<file path="src/lcs_pkg.sv">
// Shared constants for the logic cell storage and control block
package lcs_pkg;

  // Bus geometry
  localparam int unsigned AXI_AW = 8;
  localparam int unsigned AXI_DW = 32;

  // Register byte offsets
  localparam logic [7:0] OFF_CFG = 8'h00;
  localparam logic [7:0] OFF_MAP = 8'h04;
  localparam logic [7:0] OFF_LUT = 8'h08;
  localparam logic [7:0] OFF_INIT = 8'h0c;
  localparam logic [7:0] OFF_STAT = 8'h10;

  // Configuration register fields
  localparam int unsigned CFG_MEM = 0;
  localparam int unsigned CFG_RAM_MODE = 1;
  localparam int unsigned CFG_RAM_ORG = 3;
  localparam int unsigned CFG_SET = 5;
  localparam int unsigned CFG_SREN = 7;
  localparam int unsigned CFG_DSEL = 9;
  localparam int unsigned CFG_BYP = 13;
  localparam int unsigned CFG_BSRC = 15;
  localparam logic [31:0] CFG_MASK = 32'h0007_ffff;
  localparam logic [31:0] CFG_RESET = 32'h0000_0180;

  // Control pin mapping: two bits per internal signal
  localparam int unsigned MAP_EC = 0;
  localparam int unsigned MAP_SR = 1;
  localparam int unsigned MAP_DIN = 2;
  localparam int unsigned MAP_H1 = 3;
  localparam logic [31:0] MAP_MASK = 32'h0000_00ff;
  localparam logic [31:0] MAP_RESET = 32'h0000_00e4;

  // Third generator table and global init control
  localparam int unsigned INIT_HTAB = 0;
  localparam int unsigned INIT_SRC = 8;
  localparam int unsigned INIT_INV = 10;
  localparam int unsigned INIT_SW = 11;
  localparam logic [31:0] INIT_MASK = 32'h0000_0fff;
  localparam logic [31:0] INIT_RESET = 32'h0000_0000;

  // Responses
  localparam logic [1:0] RESP_OKAY = 2'h0;
  localparam logic [1:0] RESP_SLVERR = 2'h2;

  typedef enum logic [1:0] {
    RAM_LEVEL = 2'b00, RAM_EDGE = 2'b01, RAM_DUAL = 2'b10, RAM_RSVD = 2'b11
  } lcs_ram_mode_t;
  typedef enum logic [1:0] {
    ORG_16X2 = 2'b00, ORG_32X1 = 2'b01, ORG_16X1 = 2'b10, ORG_RSVD = 2'b11
  } lcs_ram_org_t;
  typedef enum logic [1:0] {
    DSEL_F = 2'b00, DSEL_G = 2'b01, DSEL_H = 2'b10, DSEL_DIN = 2'b11
  } lcs_dsel_t;
  typedef enum logic [1:0] {
    GSRC_PIN = 2'b00, GSRC_F = 2'b01, GSRC_G = 2'b10, GSRC_H = 2'b11
  } lcs_gsrc_t;

endpackage

</file>
<file path="src/lcs_lut_if.sv">
// Signals between cell control and the lookup table memory
`timescale 1ns/1ps
interface lcs_lut_if;
  logic [3:0] f_addr;
  logic [3:0] g_addr;
  logic we_f;
  logic we_g;
  logic wd_f;
  logic wd_g;
  logic sw_we;
  logic [31:0] sw_wdata;
  logic f_rd;
  logic g_rd;
  logic [15:0] f_bits;
  logic [15:0] g_bits;

  modport ctl (
    output f_addr, g_addr, we_f, we_g, wd_f, wd_g, sw_we, sw_wdata,
    input f_rd, g_rd, f_bits, g_bits
  );
  modport mem (
    input f_addr, g_addr, we_f, we_g, wd_f, wd_g, sw_we, sw_wdata,
    output f_rd, g_rd, f_bits, g_bits
  );
endinterface

</file>
<file path="src/lcs_cell_top.sv">
// Logic cell storage elements, control mapping and register slave
//
// Chosen here: the AXI4-Lite slave port and the register offsets.
`timescale 1ns/1ps
module lcs_cell_top (
  // Clock and reset
  input wire logic aclk,
  input wire logic aresetn,
  // Register bus write channels
  input wire logic [lcs_pkg::AXI_AW-1:0] s_axi_awaddr,
  input wire logic [2:0] s_axi_awprot,
  input wire logic s_axi_awvalid,
  output logic s_axi_awready,
  input wire logic [lcs_pkg::AXI_DW-1:0] s_axi_wdata,
  input wire logic [3:0] s_axi_wstrb,
  input wire logic s_axi_wvalid,
  output logic s_axi_wready,
  output logic [1:0] s_axi_bresp,
  output logic s_axi_bvalid,
  input wire logic s_axi_bready,
  // Register bus read channels
  input wire logic [lcs_pkg::AXI_AW-1:0] s_axi_araddr,
  input wire logic [2:0] s_axi_arprot,
  input wire logic s_axi_arvalid,
  output logic s_axi_arready,
  output logic [lcs_pkg::AXI_DW-1:0] s_axi_rdata,
  output logic [1:0] s_axi_rresp,
  output logic s_axi_rvalid,
  input wire logic s_axi_rready,
  // Cell inputs
  input wire logic [3:0] cell_ctrl_pins,
  input wire logic [3:0] f_gen_addr,
  input wire logic [3:0] g_gen_addr,
  input wire logic global_init_pin,
  // Cell outputs
  output logic first_registered_out,
  output logic second_registered_out,
  output logic f_gen_out,
  output logic g_gen_out,
  output logic h_gen_out,
  output logic global_init_net
);
  import lcs_pkg::*;

  function automatic logic pick4(input logic [3:0] v, input logic [1:0] s);
    pick4 = v[s];
  endfunction

  function automatic logic [31:0] merge_strb(input logic [31:0] old,
                                             input logic [31:0] nw,
                                             input logic [3:0] strb);
    logic [31:0] r;
    r = old;
    for (int b = 0; b < 4; b++) begin
      if (strb[b]) begin
        r[8*b +: 8] = nw[8*b +: 8];
      end
    end
    merge_strb = r;
  endfunction

  //////////////////////////////////////////////////////////////////////
  // Register bus slave

  logic [31:0] cfg_q;
  logic [31:0] map_q;
  logic [31:0] init_q;
  logic aw_hold_q;
  logic w_hold_q;
  logic [AXI_AW-1:0] awaddr_q;
  logic [31:0] wdata_q;
  logic [3:0] wstrb_q;
  logic bvalid_q;
  logic [1:0] bresp_q;
  logic rvalid_q;
  logic [1:0] rresp_q;
  logic [31:0] rdata_q;
  logic [31:0] stat_w;
  logic [31:0] lut_w;
  logic [31:0] rd_mux;
  logic rd_hit;
  logic wr_hit;
  logic do_write;
  logic aw_take;
  logic w_take;
  logic ar_take;

  lcs_lut_if lut_if ();

  assign s_axi_awready = !aw_hold_q && !bvalid_q;
  assign s_axi_wready = !w_hold_q && !bvalid_q;
  assign aw_take = s_axi_awvalid && s_axi_awready;
  assign w_take = s_axi_wvalid && s_axi_wready;
  assign do_write = aw_hold_q && w_hold_q && !bvalid_q;
  assign wr_hit = awaddr_q == OFF_CFG || awaddr_q == OFF_MAP ||
                  awaddr_q == OFF_LUT || awaddr_q == OFF_INIT;
  assign lut_w = {lut_if.g_bits, lut_if.f_bits};

  always_ff @(posedge aclk) begin
    if (!aresetn) begin
      aw_hold_q <= 1'b0;
      w_hold_q <= 1'b0;
      awaddr_q <= '0;
      wdata_q <= 32'h0000_0000;
      wstrb_q <= 4'h0;
    end else begin
      if (aw_take) begin
        aw_hold_q <= 1'b1;
        awaddr_q <= s_axi_awaddr;
      end else if (do_write) begin
        aw_hold_q <= 1'b0;
      end
      if (w_take) begin
        w_hold_q <= 1'b1;
        wdata_q <= s_axi_wdata;
        wstrb_q <= s_axi_wstrb;
      end else if (do_write) begin
        w_hold_q <= 1'b0;
      end
    end
  end

  always_ff @(posedge aclk) begin
    if (!aresetn) begin
      bvalid_q <= 1'b0;
      bresp_q <= RESP_OKAY;
    end else if (do_write) begin
      bvalid_q <= 1'b1;
      bresp_q <= wr_hit ? RESP_OKAY : RESP_SLVERR;
    end else if (s_axi_bready) begin
      bvalid_q <= 1'b0;
    end
  end

  // Configuration words; status offset is read only
  always_ff @(posedge aclk) begin
    if (!aresetn) begin
      cfg_q <= CFG_RESET;
      map_q <= MAP_RESET;
      init_q <= INIT_RESET;
    end else if (do_write) begin
      if (awaddr_q == OFF_CFG) begin
        cfg_q <= merge_strb(cfg_q, wdata_q, wstrb_q) & CFG_MASK;
      end
      if (awaddr_q == OFF_MAP) begin
        map_q <= merge_strb(map_q, wdata_q, wstrb_q) & MAP_MASK;
      end
      if (awaddr_q == OFF_INIT) begin
        init_q <= merge_strb(init_q, wdata_q, wstrb_q) & INIT_MASK;
      end
    end
  end

  assign lut_if.sw_we = do_write && awaddr_q == OFF_LUT;
  assign lut_if.sw_wdata = merge_strb(lut_w, wdata_q, wstrb_q);

  assign s_axi_arready = !rvalid_q;
  assign ar_take = s_axi_arvalid && s_axi_arready;
  assign rd_hit = s_axi_araddr == OFF_CFG || s_axi_araddr == OFF_MAP ||
                  s_axi_araddr == OFF_LUT || s_axi_araddr == OFF_INIT ||
                  s_axi_araddr == OFF_STAT;
  assign rd_mux = s_axi_araddr == OFF_CFG ? cfg_q :
                  s_axi_araddr == OFF_MAP ? map_q :
                  s_axi_araddr == OFF_LUT ? lut_w :
                  s_axi_araddr == OFF_INIT ? init_q :
                  s_axi_araddr == OFF_STAT ? stat_w : 32'h0000_0000;

  always_ff @(posedge aclk) begin
    if (!aresetn) begin
      rvalid_q <= 1'b0;
      rresp_q <= RESP_OKAY;
      rdata_q <= 32'h0000_0000;
    end else if (ar_take) begin
      rvalid_q <= 1'b1;
      rresp_q <= rd_hit ? RESP_OKAY : RESP_SLVERR;
      rdata_q <= rd_mux;
    end else if (s_axi_rready) begin
      rvalid_q <= 1'b0;
    end
  end

  assign s_axi_bvalid = bvalid_q;
  assign s_axi_bresp = bresp_q;
  assign s_axi_rvalid = rvalid_q;
  assign s_axi_rresp = rresp_q;
  assign s_axi_rdata = rdata_q;

  //////////////////////////////////////////////////////////////////////
  // Control pin mapping and mode decode

  logic [3:0] int_ctl;
  logic ec;
  logic mem_mode;
  logic sr_h0;
  logic din_h2;
  logic h1_d1;
  lcs_ram_mode_t ram_mode;
  lcs_ram_org_t ram_org;
  logic org32;
  logic dual;
  logic ram_wr;

  for (genvar k = 0; k < 4; k++) begin : g_map
    assign int_ctl[k] = pick4(cell_ctrl_pins, map_q[2*k +: 2]);
  end

  // Same pins, two meanings depending on mode
  assign ec = int_ctl[MAP_EC];
  assign sr_h0 = int_ctl[MAP_SR];
  assign din_h2 = int_ctl[MAP_DIN];
  assign h1_d1 = int_ctl[MAP_H1];
  assign mem_mode = cfg_q[CFG_MEM];
  assign ram_mode = lcs_ram_mode_t'(cfg_q[CFG_RAM_MODE +: 2]);
  assign ram_org = lcs_ram_org_t'(cfg_q[CFG_RAM_ORG +: 2]);
  assign dual = ram_mode == RAM_DUAL || ram_org == ORG_16X1;
  assign org32 = ram_org == ORG_32X1 && !dual;
  // Level mode writes while enable is high, ignoring clock enable
  assign ram_wr = mem_mode && sr_h0 &&
                  (ram_mode == RAM_LEVEL || ec);

  //////////////////////////////////////////////////////////////////////
  // Lookup tables as logic or memory

  // Dual port mirrors every write into G, read through its own address
  assign lut_if.f_addr = f_gen_addr;
  assign lut_if.g_addr = (mem_mode && (org32 || dual)) ? f_gen_addr : g_gen_addr;
  assign lut_if.we_f = ram_wr && !(org32 && h1_d1);
  assign lut_if.we_g = ram_wr && (!org32 || h1_d1);
  assign lut_if.wd_f = din_h2;
  assign lut_if.wd_g = (org32 || dual) ? din_h2 : h1_d1;

  lcs_lut_ram u_lut (
    .aclk(aclk),
    .aresetn(aresetn),
    .lut(lut_if.mem)
  );

  logic dp_read;
  assign dp_read = g_gen_addr == f_gen_addr ? lut_if.g_rd : lut_if.g_bits[g_gen_addr];
  assign f_gen_out = (mem_mode && org32 && h1_d1) ? lut_if.g_rd : lut_if.f_rd;
  assign g_gen_out = (mem_mode && dual) ? dp_read : lut_if.g_rd;
  assign h_gen_out = init_q[INIT_HTAB + {din_h2, h1_d1, sr_h0}];

  //////////////////////////////////////////////////////////////////////
  // Global init net

  lcs_gsrc_t gsrc;
  logic gsr_pin_path;
  assign gsrc = lcs_gsrc_t'(init_q[INIT_SRC +: 2]);
  assign gsr_pin_path = global_init_pin ^ init_q[INIT_INV];
  assign global_init_net = init_q[INIT_SW] ||
                           (gsrc == GSRC_PIN ? gsr_pin_path :
                            gsrc == GSRC_F ? f_gen_out :
                            gsrc == GSRC_G ? g_gen_out : h_gen_out);

  //////////////////////////////////////////////////////////////////////
  // Storage elements, index 0 feeds first output, 1 the second

  logic [1:0] st_q;
  logic [1:0] st_d;
  logic [1:0] st_vis;
  logic [1:0] st_din;
  logic [1:0] sr_local;
  logic [1:0] force_init;
  logic [1:0] set_cfg;
  logic [1:0] reg_out;

  for (genvar i = 0; i < 2; i++) begin : g_st
    lcs_dsel_t dsel;
    assign dsel = lcs_dsel_t'(cfg_q[CFG_DSEL + 2*i +: 2]);
    assign set_cfg[i] = cfg_q[CFG_SET + i];
    assign st_din[i] = dsel == DSEL_F ? f_gen_out :
                       dsel == DSEL_G ? g_gen_out :
                       dsel == DSEL_H ? h_gen_out : din_h2;
    // Local pin is the write enable in memory mode
    assign sr_local[i] = !mem_mode && sr_h0 && cfg_q[CFG_SREN + i];
    assign force_init[i] = global_init_net || sr_local[i];
    assign st_d[i] = force_init[i] ? set_cfg[i] : (ec ? st_din[i] : st_q[i]);
    // Visible at once, not only after the next edge
    assign st_vis[i] = force_init[i] ? set_cfg[i] : st_q[i];
    assign reg_out[i] = cfg_q[CFG_BYP + i] ?
                        pick4(cell_ctrl_pins, cfg_q[CFG_BSRC + 2*i +: 2]) : st_vis[i];
  end

  always_ff @(posedge aclk) begin
    if (!aresetn) begin
      st_q <= 2'h0;
    end else begin
      st_q <= st_d;
    end
  end

  assign first_registered_out = reg_out[0];
  assign second_registered_out = reg_out[1];
  assign stat_w = {24'h000000, h_gen_out, g_gen_out, f_gen_out, global_init_net,
                   reg_out[1], reg_out[0], st_vis[1], st_vis[0]};
endmodule // lcs_cell_top

</file>
<file path="src/lcs_lut_ram.sv">
// Two sixteen-entry lookup tables, writable by software and by the cell
`timescale 1ns/1ps
module lcs_lut_ram (
  // Clock and reset
  input wire logic aclk,
  input wire logic aresetn,
  // Table access
  lcs_lut_if.mem lut
);
  import lcs_pkg::*;

  logic [15:0] tab_q [2];
  logic [15:0] f_d;
  logic [15:0] g_d;

  // Cell write lands after a software write of the same cycle
  always_comb begin
    f_d = lut.sw_we ? lut.sw_wdata[15:0] : tab_q[0];
    g_d = lut.sw_we ? lut.sw_wdata[31:16] : tab_q[1];
    if (lut.we_f) begin
      f_d[lut.f_addr] = lut.wd_f;
    end
    if (lut.we_g) begin
      g_d[lut.g_addr] = lut.wd_g;
    end
  end

  always_ff @(posedge aclk) begin
    if (!aresetn) begin
      tab_q[0] <= 16'h0000;
      tab_q[1] <= 16'h0000;
    end else begin
      tab_q[0] <= f_d;
      tab_q[1] <= g_d;
    end
  end

  assign lut.f_rd = tab_q[0][lut.f_addr];
  assign lut.g_rd = tab_q[1][lut.g_addr];
  assign lut.f_bits = tab_q[0];
  assign lut.g_bits = tab_q[1];

endmodule // lcs_lut_ram

</file>
<file path="config.mk">
export PLATFORM = sky130hd
export DESIGN_NAME = lcs_cell_top
export DESIGN_NICKNAME = d
export VERILOG_FILES = /design/src/lcs_pkg.sv /design/src/lcs_lut_if.sv /design/src/lcs_cell_top.sv /design/src/lcs_lut_ram.sv
export SDC_FILE = /design/constraint.sdc
export NUM_CORES = 1
export LEC_CHECK = 0
export ABC_AREA = 1
export BUFFER_PORTS_ARGS = -buffer_cell sky130_fd_sc_hd__buf_2
export CAP_MARGIN = 25
export CORE_MARGIN = 2
export CORE_UTILIZATION = 40
export DETAILED_ROUTE_END_ITERATION = 10
export PLACE_DENSITY = 0.64
export SYNTH_ARGS = -nofsm -noshare
export SYNTH_HDL_FRONTEND = slang
export SYNTH_HIERARCHICAL = 1
export SYNTH_SLANG_ARGS = --single-unit
export TNS_END_PERCENT = 5
</file>
<file path="constraint.sdc">
create_clock -name aclk -period 3.14 [get_ports aclk]
set_input_delay 0.785 -clock aclk [delete_from_list [all_inputs] [get_ports aclk]]
set_output_delay 0.785 -clock aclk [all_outputs]
set_load 0.1 [all_outputs]
</file>
## Yosys cells after proc, flatten, opt, wreduce, memory -nomap -nowiden

Memory sizes are Yosys's and may differ from the RTL's.
Cells that the tools add are included.

- ROM bits: 0
- Memories: 1
- Bits of input ports: 78
- Word-level logic and storage cells: 188
- Bits in registers: 125
- Bits in latches: 0
- Bits in writable memories: 32

Memories:

| name | words | bits a word | rd ports | clocked after Yosys merged registers in | wr ports | RTL line | text |
|---|---|---|---|---|---|---|---|
| u_lut.tab_q | 2 | 16 | 2 | 0 | 2 | lcs_lut_ram.sv:12 | `logic [15:0] tab_q [2];` |

- Bitwise logic cells: 3
- $add $sub $neg: 0
- Multipliers: 0
- Reductions and logical operators: 63
- $lt $le $gt $ge: 12
- Divide/modulo/power cells: 0
- Multiplexer cells: 74
- Shift-type cells: 0
- Eq/ne operators: 17

Operator list:

| kind | number |
|---|---|
| 2-to-1 mux 16 bit | 6 |
| 2-to-1 mux 32 bit | 3 |
| 2-to-1 mux 1 bit | 42 |
| 2-to-1 mux 8 bit | 5 |
| bitwise mux 16 bit | 2 |
| == test 8 x 4 -> 1 bit, second input constant | 4 |
| logical AND 1 bit | 23 |
| less-than comparator 2 x 3 -> 1 bit, second input constant | 6 |
| AND reduction 3 bit | 6 |
| == test 8 x 3 -> 1 bit, second input constant | 2 |
| logical NOT 8 bit | 2 |
| less-than comparator 4 x 5 -> 1 bit, second input constant | 3 |
| logical OR 1 bit | 14 |
| binary-select mux 1 bit (select 2 bit) | 6 |
| binary-select mux 1 bit (select 4 bit) | 3 |
| 2-to-1 mux 12 bit | 1 |
| nonzero test 2 bit | 6 |
| == test 2 bit, second input constant | 5 |
| demux 1 bit (select 4 bit) | 2 |
| == test 2 x 1 -> 1 bit, second input constant | 4 |
| == test 8 x 5 -> 1 bit, second input constant | 1 |
| greater-or-equal comparator 4 x 1 -> 1 bit, second input constant | 2 |
| logical NOT 1 bit | 8 |
| logical NOT 2 bit | 4 |
| other kinds (7) | 9 |

## Depth between registers and ports, before layout

- Word-level depth: 23
- Mapped depth: 28
- Depth with buffers taken out: 28

## Hierarchy

Netlist, hierarchy kept.

By module, submodules not included:

| module | cells each | sequential area each (µm²) | area each (µm²) | instances |
|---|---|---|---|---|
| lcs_cell_top | 893 | 2462.4 | 6087.1 | 1 |
| lcs_lut_ram | 386 | 640.6 | 2120.8 | 1 |

## Least setup slack after synthesis

No wires, ideal clock.

- Path kind: register to output
- Start point: register cfg_q[3]
- End point: output port second_registered_out
- Arrival time: 3073 ps
- Required time: 2355 ps
- Slack: -718 ps
- Cell stages (with the launch flop): 21
- Path through: dfxtp_1 > inv_1 > nand2_1 > o21ai_1 > or2_2 > nand2_1 > nor2_1 > a21oi_1 > inv_2 > nand2_1 > nand2_1 > nand2_1 > nand2_1 > inv_1 > nand2_1 > o21ai_2 > o21bai_1 > inv_2 > nand4_2 > nand3_1 > and2_1

- Cells in the longest elaborated chain, start to end: 18
- Elaborated cells between the ends (all ways): 23
- Classes of those cells: 2 x eq/ne; 11 x mux; 10 x reduce/logical

RTL lines:

| what | RTL line | text |
|---|---|---|
| start, declared | lcs_cell_top.sv:65 | `logic [31:0] cfg_q;` |
| start signal, assigned | lcs_cell_top.sv:143 | `cfg_q <= merge_strb(cfg_q, wdata_q, wstrb_q) & CFG_MASK;` |
| == test 2 bit | lcs_cell_top.sv:215 | `assign dual = ram_mode == RAM_DUAL \|\| ram_org == ORG_16X1;` |
| logical OR 1 bit | lcs_cell_top.sv:215 |  |
| logical NOT 1 bit | lcs_cell_top.sv:216 | `assign org32 = ram_org == ORG_32X1 && !dual;` |
| logical AND 1 bit | lcs_cell_top.sv:216 |  |
| logical OR 1 bit (*) | lcs_cell_top.sv:226 | `assign lut_if.g_addr = (mem_mode && (org32 \|\| dual)) ? f_gen_addr : g_gen_addr;` |
| logical AND 1 bit (*) | lcs_cell_top.sv:226 |  |
| 2-to-1 mux 4 bit (*) | lcs_cell_top.sv:226 |  |
| net lut_if.g_addr[1] | lcs_lut_if.sv:5 | `logic [3:0] g_addr;` |
| [... 2 more ...] | -- |  |
| net lut_if.g_rd | lcs_lut_if.sv:13 | `logic g_rd;` |
| [... 1 more ...] | -- |  |
| 2-to-1 mux 1 bit | lcs_cell_top.sv:241 | `assign g_gen_out = (mem_mode && dual) ? dp_read : lut_if.g_rd;` |
| 2-to-1 mux 1 bit | lcs_cell_top.sv:254 | `gsrc == GSRC_G ? g_gen_out : h_gen_out);` |
| 2-to-1 mux 1 bit (*) | lcs_cell_top.sv:253 | `gsrc == GSRC_F ? f_gen_out :` |
| 2-to-1 mux 1 bit (*) | lcs_cell_top.sv:252 | `(gsrc == GSRC_PIN ? gsr_pin_path :` |
| logical OR 1 bit (*) | lcs_cell_top.sv:251 | `assign global_init_net = init_q[INIT_SW] \|\|` |
| logical OR 1 bit (*) | lcs_cell_top.sv:277 | `assign force_init[i] = global_init_net \|\| sr_local[i];` |
| 2-to-1 mux 1 bit (*) | lcs_cell_top.sv:280 | `assign st_vis[i] = force_init[i] ? set_cfg[i] : st_q[i];` |
| 2-to-1 mux 1 bit (*) | lcs_cell_top.sv:281 | `assign reg_out[i] = cfg_q[CFG_BYP + i] ?` |
| end, declared | lcs_cell_top.sv:37 | `output logic second_registered_out,` |

Mark *: on every way through the listed nets, which the timed path passes. The rest lies on a longest branch. The select of a mux whose other input is x is not followed.

## Final worst setup path

- Start point: register cfg_q[4]
- End point: output port second_registered_out

The elaborated chain is that of the path after synthesis.

==> metrics.txt <==
Final Hold Vio Count=0; die width=147.2 um; DP Cell Count=1691; Area growth syn-to-layout=28.63%; Leakage=4.841 nW; max_slew headroom=39.94%; largest fanout on the critical path=5; Reg area=3104 um^2; Most Frequent Cell on Critical Path=nand2_1; post-synthesis register bit count=155; Num Clock Sinks=155; Crit path largest cell delay=0.34 ns; RSZ-0062 raised after global routing=yes; share of post-route cells with drive strength above 1=22.62%; Buffers on Ports=116; final non-filler cell area=10560 um^2; IO Count=125; drt drc=0; core area=20170 um^2; slowest CP cell=dfxtp_1; fin crit share=124.8%; first-pass GRT wire length=42460 um; placed inst area=9618 um^2; post-layout util=52.34%; pre-CTS WS=-0.3650 ns; Worst Setup End Kind=primary output; Fillers=2027; Stages on worst setup path=23; H-tree depth=4; Worst setup SP type=flop; Hold WS=0.4607 ns; Crit path required time=2.35 ns; clock skew=0.007850 ns; cell area after synthesis=8208 um^2; Iteration-0 DRC Markers=749; register area share after synthesis=37.80%; Global Route Usage Sum=24.77%; Detail Route Antenna Nets=0; maxcap violations=0; pin count of the biggest net entering global routing=90; total routed wirelength=26770 um; Power Density=450.6 nW/um^2; CTS tree=yes; hold depth=2; Final Non-Filler Cells=1760; Setup Viol. Count Final=8; CTS max path bufs=2; count of cell types in the netlist=48; # diodes=0; Root Buffer=clkbuf_16; Synth warnings=6; post-layout minimum cycle time=3.917 ns; GPL Wtd Cong=0.9320; vias in the first global route=8103; TNS Setup=-4.779 ns; type of the worst min-delay path=flop to flop; fin worst setup slack=-0.7774 ns; failing checks=setup timing; critical path cell sequence=nand2_2 -> o21ai_2 -> or2_4 -> nand2_8 -> nor2_4 -> a21oi_4 -> buf_6 -> nand2_1 -> nand2_1 -> nand2_1 -> nand2_1 -> nand2_1 -> nand2_1 -> inv_2 -> nand2_2 -> o21ai_2 -> o21bai_1 -> inv_2 -> buf_4 -> nand4_2 -> nand3_2 -> and2_4 -> buf_12; outcome=complete, but fails checks; Die H=147.2 um; Peak VDD IR=0.0003916 V; Worst Path Buf+Inv=5; Rows=52; Mapped Avg Cell Area=6.417 um^2; Slew Limit Fails=0; FF-to-FF path depth=34; routed len/inst=15.21 um; GR Overflow Total=0; multi-input logic area=4427 um^2; TritonCTS buffer count=17; Hold-fix buffers, CTS=0; Die Area=21680 um^2; Worst-path clk slew=0.06 ns; crit-path leading delay family=simple AND/OR/NAND/NOR gates; worst-skew pair later-pin latency=0.43 ns; Main synth FF type=dfxtp_1; Post-synth EDFFs=0; Max Clk Rate=255.3 MHz; Vias/cell=5.077; Worst Path Arrival=3.13 ns; Starting Density=40.69%; DPL Wire Length=19400 um; Vias=8936; drt first pass iters=5; Async S/R FF share, synth=0%; Final nets=1555; Total Power=4.757 mW; worst slew pin tran=0.9000 ns; type of the worst setup path=flop to primary output; antenna violations before repair=0; Cells after Synth=1279
## report_power, final
group / internal, mW / switching [mW] / total (mW)
sequential: 2.04 / 0.0635 / 2.10
clock: 1.13 / 0.823 / 1.95
combinational: 0.223 / 0.484 / 0.707
## cell usage in the layout, fill, tap and decap left out, types with 17 or more instances in the layout
master / instances
a21oi_1: 99
buf_2: 110
buf_4: 114
clkbuf_16: 17
dfxtp_1: 154
inv_1: 124
nand2_1: 344
nand3_1: 59
nor2_1: 133
nor3_1: 43
o21ai_0: 139
## cell type report
class,instances,area share [%]
clock buffer,21,4.361
timing repair buffer,234,14.97
clock inverter,11,0.9125
tap,270,3.200
multi-input combinational,924,41.93
sequential,155,29.40
inverter,145,5.226
## kinds of logic (layout without fill, tap and decap cells)
kind of cell | Yosys count | in the layout | share of synthesized area, %
xor gates and xnor gates | 4 | 4 | 0.4269
and+or+nand+nor | 628 | 628 | 32.84
buffers and inverters | 201 | 411 | 9.726
other | 1 | 2 | 0.04569
AOI/OAI and AO/OA | 290 | 290 | 19.16
DFF | 155 | 155 | 37.80
## flip-flops by register name, summed over array words and instances, names as in the netlist
register / cells
wdata_q: 32
s_axi_rvalid: 1
u_lut/tab_q: 32
map_q: 8
wstrb_q: 4
s_axi_bvalid: 1
cfg_q: 19
init_q: 12
awaddr_q: 8
aw_hold_q: 1
st_q: 2
s_axi_rdata: 32
s_axi_bresp: 1
s_axi_rresp: 1
w_hold_q: 1
## per-layer routing
metal  up-vias  track usage (%)  part of all wire (%)
li1       4553                -                     -
met1      3990            36.29                    49
met2       353            36.71                    42
met3        40            4.193                   7.4
met4         0            8.558                   2.2
met5         -                0                     0
## cell usage after synthesis, types with 3 or more instances
cell | instances | area [um^2]
buf_2 | 8 | 40.04
o211ai_1 | 15 | 112.6
nand4_1 | 5 | 31.28
dfxtp_1 | 155 | 3103
xor2_1 | 3 | 26.28
nand2_1 | 351 | 1318
nand2_2 | 4 | 25.02
nand3_1 | 62 | 310.3
inv_1 | 128 | 480.5
o22ai_1 | 3 | 18.77
a221oi_1 | 3 | 26.28
nor3_2 | 4 | 40.04
clkbuf_1 | 38 | 142.6
nor3_1 | 43 | 215.2
a31oi_1 | 4 | 25.02
nor2_1 | 135 | 506.7
a21oi_1 | 101 | 505.5
buf_4 | 5 | 37.54
nand3_2 | 7 | 70.07
o21ai_0 | 140 | 700.7
buf_1 | 3 | 11.26
inv_2 | 15 | 56.30
nand2_4 | 3 | 33.78
o21ai_1 | 6 | 30.03
o21a_1 | 3 | 22.52
o221ai_1 | 4 | 35.03
## what timing repair did
item,CTS,global route
setup endpoints to repair,5,9
buffers inserted,35,1
cloned,1,0
pin swaps,9,0
resized for setup,21,10
## worst register-to-register path, delay by kind of cell, from the launching register on
family	cells	cell delay (ns)
buf+inv	15	1.75
simple gates	14	1.22
compound gates	5	0.52
flops	1	0.34
## worst paths after layout
kind              slack, ns                            to                    startpoint
hold / removal         0.46  s_axi_rdata[30]$_SDFFE_PN0P_  s_axi_rdata[30]$_SDFFE_PN0P_
setup / recovery      -0.78         second_registered_out         cfg_q[4]$_SDFFE_PN0P_
hold reg to reg        0.46  s_axi_rdata[30]$_SDFFE_PN0P_  s_axi_rdata[30]$_SDFFE_PN0P_
setup reg to reg      -0.73   s_axi_rdata[0]$_SDFFE_PN0P_         cfg_q[4]$_SDFFE_PN0P_
Note: power is estimated with default switching activity, not from simulation.
